$ cat src/design/atc_pkg.sv
package atc_pkg;

  // Register offsets on the codec control port.
  localparam logic [6:0] ATC_LEFT_DECAY_OFS = 7'h68;
  localparam logic [6:0] ATC_RIGHT_ATTACK_OFS = 7'h69;

  // Field positions shared by both timing registers.
  localparam int ATC_SEL_BIT = 7;
  localparam int ATC_BASE_LSB = 5;
  localparam int ATC_MULT_LSB = 2;

  // Value of every timing register, the read data and the effective times after reset.
  localparam logic [7:0] ATC_CFG_RST = 8'h00;
  localparam logic [7:0] ATC_RDATA_RST = 8'h00;
  localparam logic [15:0] ATC_TIME_RST = 16'h0000;

  // Baseline times in milliseconds, indexed by the 2-bit code.
  localparam logic [15:0] ATC_DECAY_BASE_MS [0:3] =
    '{16'h0032, 16'h0096, 16'h00fa, 16'h015e};
  localparam logic [15:0] ATC_ATTACK_BASE_MS [0:3] =
    '{16'h0007, 16'h0008, 16'h000a, 16'h000b};

  // Longest decay time in milliseconds per decimation ratio code.
  // Code 0 is ratio 1, and each step adds one half up to code 10 (ratio 6).
  localparam logic [3:0] ATC_RATIO_LAST = 4'ha;
  localparam logic [15:0] ATC_DECAY_CAP_MS [0:10] =
    '{16'h0fa0, 16'h15e0, 16'h1f40, 16'h2580, 16'h2bc0, 16'h2bc0,
      16'h3e80, 16'h3e80, 16'h4b00, 16'h5780, 16'h5780};

  // Cap for a ratio code; unused codes take the cap of the largest ratio.
  function automatic logic [15:0] atc_cap_ms(input logic [3:0] ratio);
    if (ratio > ATC_RATIO_LAST) begin
      return ATC_DECAY_CAP_MS[ATC_RATIO_LAST];
    end
    return ATC_DECAY_CAP_MS[ratio];
  endfunction

  // Smaller of a decay time and the cap for the given ratio.
  function automatic logic [15:0] atc_limit(input logic [15:0] t,
                                            input logic [3:0] ratio);
    logic [15:0] cap;
    cap = atc_cap_ms(ratio);
    return (t > cap) ? cap : t;
  endfunction

endpackage

$ cat src/design/atc_calc_if.sv
// Carries the programmed codes to the time calculator and the times back.
interface atc_calc_if;
  import atc_pkg::*;
  logic [1:0] decay_base; // Left baseline decay code.
  logic [2:0] decay_mult; // Left decay multiplier code.
  logic [1:0] attack_base; // Right baseline attack code.
  logic [2:0] attack_mult; // Right attack multiplier code.
  logic [15:0] decay_ms; // Programmed decay time before the cap.
  logic [15:0] attack_ms; // Programmed attack time.

  modport regs (
    output decay_base,
    output decay_mult,
    output attack_base,
    output attack_mult,
    input decay_ms,
    input attack_ms
  );

  modport calc (
    input decay_base,
    input decay_mult,
    input attack_base,
    input attack_mult,
    output decay_ms,
    output attack_ms
  );
endinterface

$ cat src/design/atc_time_calc.sv
module atc_time_calc
  import atc_pkg::*;
(
  atc_calc_if.calc tc
);

  ////////////////////////////////////////////////////////////////////////////
  // Time is baseline times two to the multiplier code, a plain shift.
  // The largest product, 350 ms by 128, still fits in 16 bits, so the
  // shift never loses a bit and no saturation is needed here.
  always_comb begin
    tc.decay_ms = ATC_DECAY_BASE_MS[tc.decay_base] << tc.decay_mult;
    tc.attack_ms = ATC_ATTACK_BASE_MS[tc.attack_base] << tc.attack_mult;
  end

endmodule

$ cat src/design/atc_regs.sv
module atc_regs
  import atc_pkg::*;
(
  input wire logic clk,
  input wire logic sys_rst,
  // Codec control port, one byte per access.
  input wire logic reg_wr,
  input wire logic reg_rd,
  input wire logic [6:0] reg_addr,
  input wire logic [7:0] reg_wdata,
  output logic [7:0] reg_rdata,
  // Times produced by the legacy AGC registers, in milliseconds.
  input wire logic [15:0] legacy_left_decay_ms,
  input wire logic [15:0] legacy_right_attack_ms,
  // Decimation ratio code, 0 for ratio 1 up to 10 for ratio 6.
  input wire logic [3:0] adc_decimation_ratio,
  // Effective time constants handed to the AGC engines.
  output logic [15:0] left_decay_ms,
  output logic [15:0] right_attack_ms
);

  ////////////////////////////////////////////////////////////////////////////
  // State of the block, all in one record.
  typedef struct packed {
    logic [7:0] left_cfg; // Left decay timing register.
    logic [7:0] right_cfg; // Right attack timing register.
    logic [7:0] rdata; // Read data held for the host.
    logic [15:0] left_decay; // Effective left decay time.
    logic [15:0] right_attack; // Effective right attack time.
  } atc_state_s;

  atc_state_s state_ff; // Registered state.
  atc_state_s nxt_state; // Next state.
  atc_calc_if tc (); // Link to the time calculator.
  logic [15:0] left_pick; // Left decay before the cap.

  ////////////////////////////////////////////////////////////////////////////
  // The calculator works only on the stored codes.
  assign tc.decay_base = state_ff.left_cfg[ATC_BASE_LSB +: 2];
  assign tc.decay_mult = state_ff.left_cfg[ATC_MULT_LSB +: 3];
  assign tc.attack_base = state_ff.right_cfg[ATC_BASE_LSB +: 2];
  assign tc.attack_mult = state_ff.right_cfg[ATC_MULT_LSB +: 3];

  atc_time_calc u_calc (
    .tc(tc.calc)
  );

  ////////////////////////////////////////////////////////////////////////////
  // Next state: register writes, read data and the effective times.
  always_comb begin
    nxt_state = state_ff;
    left_pick = legacy_left_decay_ms;
    // Writes store the whole byte; the low two bits are kept as written
    // and the host is trusted to leave them zero, since masking them here
    // would hide a host fault that a read-back can otherwise reveal.
    if (reg_wr) begin
      if (reg_addr == ATC_LEFT_DECAY_OFS) begin
        nxt_state.left_cfg = reg_wdata;
      end else if (reg_addr == ATC_RIGHT_ATTACK_OFS) begin
        nxt_state.right_cfg = reg_wdata;
      end
    end
    // Reads answer one edge later; unmapped offsets read as zero.
    if (reg_rd) begin
      if (reg_addr == ATC_LEFT_DECAY_OFS) begin
        nxt_state.rdata = state_ff.left_cfg;
      end else if (reg_addr == ATC_RIGHT_ATTACK_OFS) begin
        nxt_state.rdata = state_ff.right_cfg;
      end else begin
        nxt_state.rdata = ATC_RDATA_RST;
      end
    end
    // Source select, then the cap; the cap also guards legacy times,
    // since the engine cannot run longer whichever register sets it.
    if (state_ff.left_cfg[ATC_SEL_BIT]) begin
      left_pick = tc.decay_ms;
    end
    nxt_state.left_decay = atc_limit(left_pick, adc_decimation_ratio);
    // The right attack time has no cap, so it passes straight through.
    if (state_ff.right_cfg[ATC_SEL_BIT]) begin
      nxt_state.right_attack = tc.attack_ms;
    end else begin
      nxt_state.right_attack = legacy_right_attack_ms;
    end
  end

  ////////////////////////////////////////////////////////////////////////////
  // Every field clears on reset, so the legacy registers rule at first.
  always_ff @(posedge clk or posedge sys_rst) begin
    if (sys_rst) begin
      state_ff <= '{left_cfg: ATC_CFG_RST, right_cfg: ATC_CFG_RST,
                    rdata: ATC_RDATA_RST, left_decay: ATC_TIME_RST,
                    right_attack: ATC_TIME_RST};
    end else begin
      state_ff <= nxt_state;
    end
  end

  // Every output is a field of the state flip-flops, with no logic after.
  assign reg_rdata = state_ff.rdata;
  assign left_decay_ms = state_ff.left_decay;
  assign right_attack_ms = state_ff.right_attack;

  ////////////////////////////////////////////////////////////////////////////
  // Checks. Register fields as seen by the checks.
  logic l_sel; // Left source select.
  logic r_sel; // Right source select.
  logic [1:0] l_base; // Left baseline code.
  logic [2:0] l_mult; // Left multiplier code.
  logic [1:0] r_base; // Right baseline code.
  logic [2:0] r_mult; // Right multiplier code.
  assign l_sel = state_ff.left_cfg[ATC_SEL_BIT];
  assign r_sel = state_ff.right_cfg[ATC_SEL_BIT];
  assign l_base = state_ff.left_cfg[ATC_BASE_LSB +: 2];
  assign l_mult = state_ff.left_cfg[ATC_MULT_LSB +: 3];
  assign r_base = state_ff.right_cfg[ATC_BASE_LSB +: 2];
  assign r_mult = state_ff.right_cfg[ATC_MULT_LSB +: 3];
endmodule

$ cat config.mk
export PLATFORM = sky130hd
export DESIGN_NAME = atc_regs
export DESIGN_NICKNAME = d
export VERILOG_FILES = /design/src/design/atc_pkg.sv /design/src/design/atc_calc_if.sv /design/src/design/atc_time_calc.sv /design/src/design/atc_regs.sv
export SDC_FILE = /design/constraint.sdc
export NUM_CORES = 1
export LEC_CHECK = 0
export BUFFER_PORTS_ARGS = -buffer_cell sky130_fd_sc_hd__buf_2
export CORE_MARGIN = 4
export CORE_UTILIZATION = 54
export DETAILED_ROUTE_END_ITERATION = 10
export GPL_TIMING_DRIVEN = 0
export PLACE_DENSITY = 0.81
export SLEW_MARGIN = 10
export SYNTH_ARGS = -nofsm -noshare
export SYNTH_HDL_FRONTEND = slang
export SYNTH_HIERARCHICAL = 1
export SYNTH_SLANG_ARGS = --single-unit
$ cat constraint.sdc
create_clock -name clk -period 3.5 [get_ports clk]
set_clock_uncertainty 0.15 [all_clocks]
set_input_delay 0.35 -clock clk [delete_from_list [all_inputs] [get_ports clk]]
set_output_delay 0.35 -clock clk [all_outputs]
set_load 0.05 [all_outputs]
After elaboration in Yosys (flattened, before gate mapping)
Memories as Yosys holds them, arrays and structs flattened.
Cells that the tools add are included.
W data, S select, Z words.
{ "totals": {"regBits": 56, "romBits": 256, "in_bits": 55, "output_inout_bits": 40, "wordCells": 37, "memories": 1} }
{ "classes": {"magnitude_cmp": 5, "eq_ne": 2, "n_shift": 2, "mux": 16, "n_bitwise": 4, "reduce_logical": 2} }
{ "mem_list": {"columns": ["name", "words", "width", "read_ports", "rd_clocked_by_memory_dff", "write_ports", "line_no", "rtl"], "rows": [
  ["(name not given)", 16, 16, 1, 0, 0, "atc_pkg.sv:35", "return ATC_DECAY_CAP_MS[ratio];"]
]} }
{ "op_table": {"columns": ["op", "n"], "rows": [
  ["$mux W16", 11],
  ["$bmux W16 S2", 2],
  ["$shl A16 B3 Y16", 2],
  ["$gt A16 B16 Y1", 1],
  ["$mux W8", 2],
  ["$eq A7 B7 Y1 const B", 2],
  ["$ge A3 B3 Y1 const B", 2],
  ["$not A2 Y3", 2],
  ["$ge A5 B5 Y1 const B", 1],
  ["$not A4 Y5", 1],
  ["$gt A4 B4 Y1 const B", 1],
  ["$reduce_and A3 Y1", 1],
  ["$reduce_and A2 Y1", 1],
  ["$mux W1", 1],
  ["$not A1 Y1", 1]
]} }

Logic depth before layout (Yosys ltp)
{ "logic_depth": {"depth_word": 8, "mapped_depth": 14, "ltp_nobuf": 13} }

Hierarchy
Netlist, hierarchy kept.
{ "by_module_without_submodules": {"columns": ["mod", "n_inst", "cells_each", "area_per_inst_um2", "seq_area_each_um2"], "rows": [
  ["atc_regs", 1, 272, 3124.2, 1401.3],
  ["atc_time_calc", 1, 102, 668.1, 0.0]
]} }

Worst setup path after synthesis
Ideal clock, no wire load.
{ "synth_path": {"path_type": "register to register", "from": "register state_ff, in the netlist l_base[1]", "to": "register state_ff, in the netlist left_decay_ms[14]", "setup_time_ns": 0.125, "arrival_ns": 2.932, "t_required_ns": 3.225, "slack_ns": 0.293, "path_stages_with_launch": 13, "n_path_buf": 1, "cell_sequence": "dfrtp_1 -> inv_1 -> ha_1 -> mux2i_1 -> a211oi_1 -> mux2_2 -> ha_1 -> a21o_1 -> a211o_1 -> a211oi_1 -> a21oi_2 -> buf_6 -> mux2_4"} }
{ "synth_lines": {"columns": ["element", "line_no", "rtl"], "rows": [
  ["start: declaration", "atc_regs.sv:32", "atc_state_s state_ff;"],
  ["start signal: assignment", "atc_regs.sv:91", "state_ff <= '{left_cfg: ATC_CFG_RST, right_cfg: ATC_CFG_RST,"],
  ["start signal: assignment", "atc_regs.sv:95", "state_ff <= nxt_state;"]
]} }

==> impl_metrics.prom <==
# TYPE chip_impl_metric gauge
chip_impl_metric{name="count_of_standard_cell_rows",unit=""} 30
chip_impl_metric{name="clkSlewWorstSetupHoldPaths",unit="ps"} 100
chip_impl_metric{name="cts-buffers-inserted",unit=""} 5
chip_impl_info{name="critical_path.most_common_cell",value="a211oi_2"} 1
chip_impl_info{name="cpMaxStageDelayCell",value="dfrtp_2"} 1
chip_impl_metric{name="clockBufferDepth",unit=""} 2
chip_impl_metric{name="initial_antenna_violation_count",unit=""} 0
chip_impl_metric{name="cts_num_sinks",unit=""} 56
chip_impl_metric{name="post_synth_mux_area_share",unit=""} 0.210
chip_impl_metric{name="fin_ws",unit="ps"} 86.7
chip_impl_metric{name="vias_per_cell",unit=""} 5.11
chip_impl_info{name="tritoncts_clock_tree",value="built"} 1
chip_impl_metric{name="fin_nets",unit=""} 562
chip_impl_metric{name="synth_enable_flop_cells",unit=""} 0
chip_impl_metric{name="antenna_left",unit=""} 0
chip_impl_metric{name="cts_max_level",unit=""} 2
chip_impl_info{name="postSynth.topFlopCell",value="dfrtp_1"} 1
chip_impl_metric{name="drt-initial-drc-count",unit=""} 140
chip_impl_metric{name="ratio_of_cells_with_drive_above_1_in_the_final_layout",unit=""} 0.465
chip_impl_metric{name="worst_ep_arrival_time",unit="ps"} 3470
chip_impl_metric{name="critPathRequiredTime",unit="ps"} 3550
chip_impl_info{name="crit_path_cell_trace",value="buf_12 > ha_2 > mux2i_2 > o32ai_1 > a21o_1 > mux2_2 > ha_1 > nand4_1 > a211oi_2 > a211oi_2 > a21oi_2 > buf_4 > mux2_1"} 1
chip_impl_metric{name="power_per_cell_area",unit="mW/mm²"} 362
chip_impl_metric{name="syn-cell-area",unit="mm²"} 0.00379
chip_impl_metric{name="final-instance-count-excl-fill",unit=""} 584
chip_impl_metric{name="fp.dieH",unit="µm"} 91.8
chip_impl_metric{name="worst-slew-pin-transition",unit="ps"} 747
chip_impl_info{name="combinational_family_with_the_most_area_after_synthesis",value="multiplexers"} 1
chip_impl_info{name="outcome",value="finished clean"} 1
chip_impl_metric{name="drt_first_pass_iters",unit=""} 4
chip_impl_metric{name="reg2regPathDepth",unit=""} 13
chip_impl_metric{name="grt_overflow_total",unit=""} 0
chip_impl_metric{name="cp_slowest_stage_delay",unit="ps"} 470
chip_impl_metric{name="yosys_warnings",unit=""} 6
chip_impl_info{name="critPathCaptureType",value="flop"} 1
chip_impl_info{name="hold_path_class",value="input port to flop"} 1
chip_impl_info{name="cts-root-buf",value="clkbuf_8"} 1
chip_impl_metric{name="ys_ff_latch",unit=""} 56
chip_impl_metric{name="dieWidth",unit="µm"} 91.8
chip_impl_metric{name="synth_compound_gate_area_share",unit=""} 0.0967
chip_impl_metric{name="top_level_ports",unit=""} 95
chip_impl_metric{name="synthAdderAreaFrac",unit=""} 0.0660
chip_impl_metric{name="report.final.setup_viol",unit=""} 0
chip_impl_metric{name="dpl.hpwl",unit="mm"} 6.35
chip_impl_metric{name="finalCoreUtilization",unit=""} 0.681
chip_impl_metric{name="grtUsageMet2",unit=""} 0.346
chip_impl_metric{name="design_area",unit="mm²"} 0.00462
chip_impl_metric{name="final_max_slew_viol_count",unit=""} 0
chip_impl_metric{name="placedInstanceArea",unit="mm²"} 0.00441
chip_impl_metric{name="maxSlewHeadroom",unit=""} 0.502
chip_impl_metric{name="grt_first_pass_wirelength",unit="mm"} 13.4
chip_impl_metric{name="max_clock_freq",unit="GHz"} 0.293
chip_impl_metric{name="detail_route.wl_per_cell",unit="µm"} 14.1
chip_impl_metric{name="grt_pass1_vias",unit=""} 2920
chip_impl_metric{name="synth-simple-area-share",unit=""} 0.107
chip_impl_metric{name="core_area",unit="mm²"} 0.00679
chip_impl_metric{name="gp_routability_congestion",unit=""} 0.866
chip_impl_metric{name="irDropWorstVdd",unit="mV"} 0.208
chip_impl_metric{name="drv_cap",unit=""} 0
chip_impl_info{name="critical_path.startpoint_type",value="flop"} 1
chip_impl_metric{name="num_vias",unit=""} 2986
chip_impl_metric{name="track_usage",unit=""} 0.196
chip_impl_metric{name="crit_path_max_fanout",unit=""} 7
chip_impl_metric{name="num_antenna_cells",unit=""} 0
chip_impl_metric{name="post_synth_num_cell_types",unit=""} 54
chip_impl_metric{name="effective_utilization_at_floorplan",unit=""} 0.558
chip_impl_metric{name="synthCells",unit=""} 374
chip_impl_metric{name="preCtsSetupSlack",unit="ps"} -117
chip_impl_metric{name="grt_start_max_net_pins",unit=""} 30
chip_impl_metric{name="grtUsageMet1",unit=""} 0.242
chip_impl_metric{name="period_share",unit=""} 0.975
chip_impl_metric{name="fin_crit",unit="ps"} 3410
chip_impl_metric{name="grt.met3_usage",unit=""} 0.0353
chip_impl_info{name="grt-busiest-layer",value="met2"} 1
chip_impl_metric{name="post_synth_xor_area_fraction",unit=""} 0
chip_impl_metric{name="syn-mean-instance-area",unit="µm²"} 10.1
chip_impl_metric{name="worstHoldPathCells",unit=""} 2
chip_impl_metric{name="syn_to_final_growth",unit="%"} 21.9
chip_impl_info{name="critical_path_class",value="flop to flop"} 1
chip_impl_metric{name="drc",unit=""} 0
chip_impl_metric{name="die_outline_area",unit="mm²"} 0.00843
chip_impl_metric{name="sequential_to_total_area_share_from_yosys_stat",unit=""} 0.370
chip_impl_metric{name="finalWirelength",unit="mm"} 8.26
chip_impl_metric{name="async_reset_ff_frac",unit=""} 1.00
chip_impl_metric{name="worst_skew_pair.late_latency",unit="ps"} 310
chip_impl_metric{name="timing_hold_violations_final",unit=""} 0
chip_impl_metric{name="io_buffers",unit=""} 92
chip_impl_metric{name="cellLeakagePower",unit="nW"} 2.33
chip_impl_metric{name="numPlacedInstances",unit=""} 568
-- placed cells by master, fill, tap and decap left out, drive strengths merged, types with 3 or more instances in the layout --
master,instances
o22ai,11
a211oi,4
nand3,6
nor4,4
ha,20
nor2b,4
conb,7
buf,156
nand2,17
mux2i,19
mux2,51
o21ai,7
a21oi,10
and2,4
inv,33
nor2,23
dfrtp,56
nand3b,5
a21o,3
clkbuf,12
-- Yosys cell counts (2+ instances only) --
cell | instances | area [µm²]
dfrtp_1 | 56 | 1400
mux2_2 | 48 | 541
buf_4 | 46 | 345
inv_1 | 33 | 124
nor2_1 | 23 | 86.3
ha_1 | 20 | 250
mux2i_1 | 18 | 180
nand2_1 | 17 | 63.8
o22ai_1 | 11 | 68.8
a21oi_1 | 9 | 45.0
clkbuf_1 | 6 | 22.5
nand3_1 | 6 | 30.0
o21ai_0 | 6 | 30.0
buf_2 | 5 | 25.0
nand3b_1 | 5 | 37.5
a211oi_1 | 4 | 30.0
and2_1 | 4 | 25.0
buf_6 | 4 | 45.0
nor4_1 | 4 | 25.0
a21o_1 | 3 | 22.5
nor2b_1 | 3 | 18.8
and3_1 | 2 | 12.5
conb_1 | 2 | 7.51
mux2_1 | 2 | 22.5
nand2b_1 | 2 | 12.5
nor3b_1 | 2 | 15.0
o221ai_1 | 2 | 17.5
o22a_1 | 2 | 17.5
o2bb2ai_1 | 2 | 17.5
o32ai_1 | 2 | 17.5
or3_1 | 2 | 12.5
-- where the power goes --
part           internal (W)  switching (W)
logic              0.000255       0.000345
clock network      0.000143       0.000214
registers          0.000694      0.0000229
-- critical path, delay by kind of cell (launching register included) --
kind / cells / cell delay (ps)
buf+inv: 2 / 320
mux: 3 / 850
fa+ha+maj: 2 / 480
flops: 1 / 470
compound gates: 5 / 880
simple gates: 1 / 170
-- state kept, by name (all words and copies together), names as in the netlist --
register and count:
l_base 2, l_mult 3, l_sel 1, left_decay_ms 16, r_base 2, r_mult 3, r_sel 1, reg_rdata 8
right_attack_ms 16, state_ff 4
-- path summary, 6_finish.rpt --
check	start	endpoint	slack, ps
min	legacy_right_attack_ms[3]	right_attack_ms[3]$_DFF_PP0_	110
min in group asynchronous	sys_rst	left_decay_ms[4]$_DFF_PP0_	500
max reg2reg	l_base[1]$_DFFE_PP0P_	left_decay_ms[9]$_DFF_PP0_	90
max	l_base[1]$_DFFE_PP0P_	left_decay_ms[9]$_DFF_PP0_	90
min reg2reg	state_ff[41]$_DFFE_PP0P_	state_ff[41]$_DFFE_PP0P_	370
max in group asynchronous	sys_rst	l_base[1]$_DFFE_PP0P_	2120
-- kinds of logic (layout without fill, tap and decap cells) --
kind of cell / Yosys count / after routing
multiplexers: 71 / 71
buffers and inverters: 95 / 204
adder cells (fa/ha/maj): 20 / 20
AND/OR/NAND/NOR: 78 / 78
other: 2 / 7
AO/OA/AOI/OAI: 52 / 52
flip-flops: 56 / 56
-- layer usage --
layer	wire length [µm]	share of wire	up-vias
met5	0	0	-
met4	157	0.019	0
met3	487	0.059	12
met2	4110	0.50	86
met1	3500	0.42	1423
li1	-	-	1465
-- layout make-up --
type | count | area (µm²)
fill | 558 | 2170
multi-input combinational | 228 | 1890
sequential | 56 | 1400
timing repair buffer | 101 | 556
buffer | 62 | 442
inverter | 33 | 124
tap | 96 | 120
clock buffer | 6 | 72.6
clock inverter | 2 | 16.3
-- through the flow --
stage	hold slack, ps	total power (W)	TNS [ps]
floorplan	324	0.00117	0
global placement	332	0.00128	-135
detailed placement	313	0.00130	-119
CTS	105	0.00166	0
global route	108	0.00176	-388
finish	111	0.00167	0
-- timing repair --
item                                   4_1_cts  5_1_grt
setup endpoints to repair                   10       10
resized for setup                            3        6
pin swaps                                    0        2
endpoints found under the hold margin       27        0
hold buffers                                 1        0
setup buffers                                2        5
No activity file was read; power rests on OpenSTA's default activity.
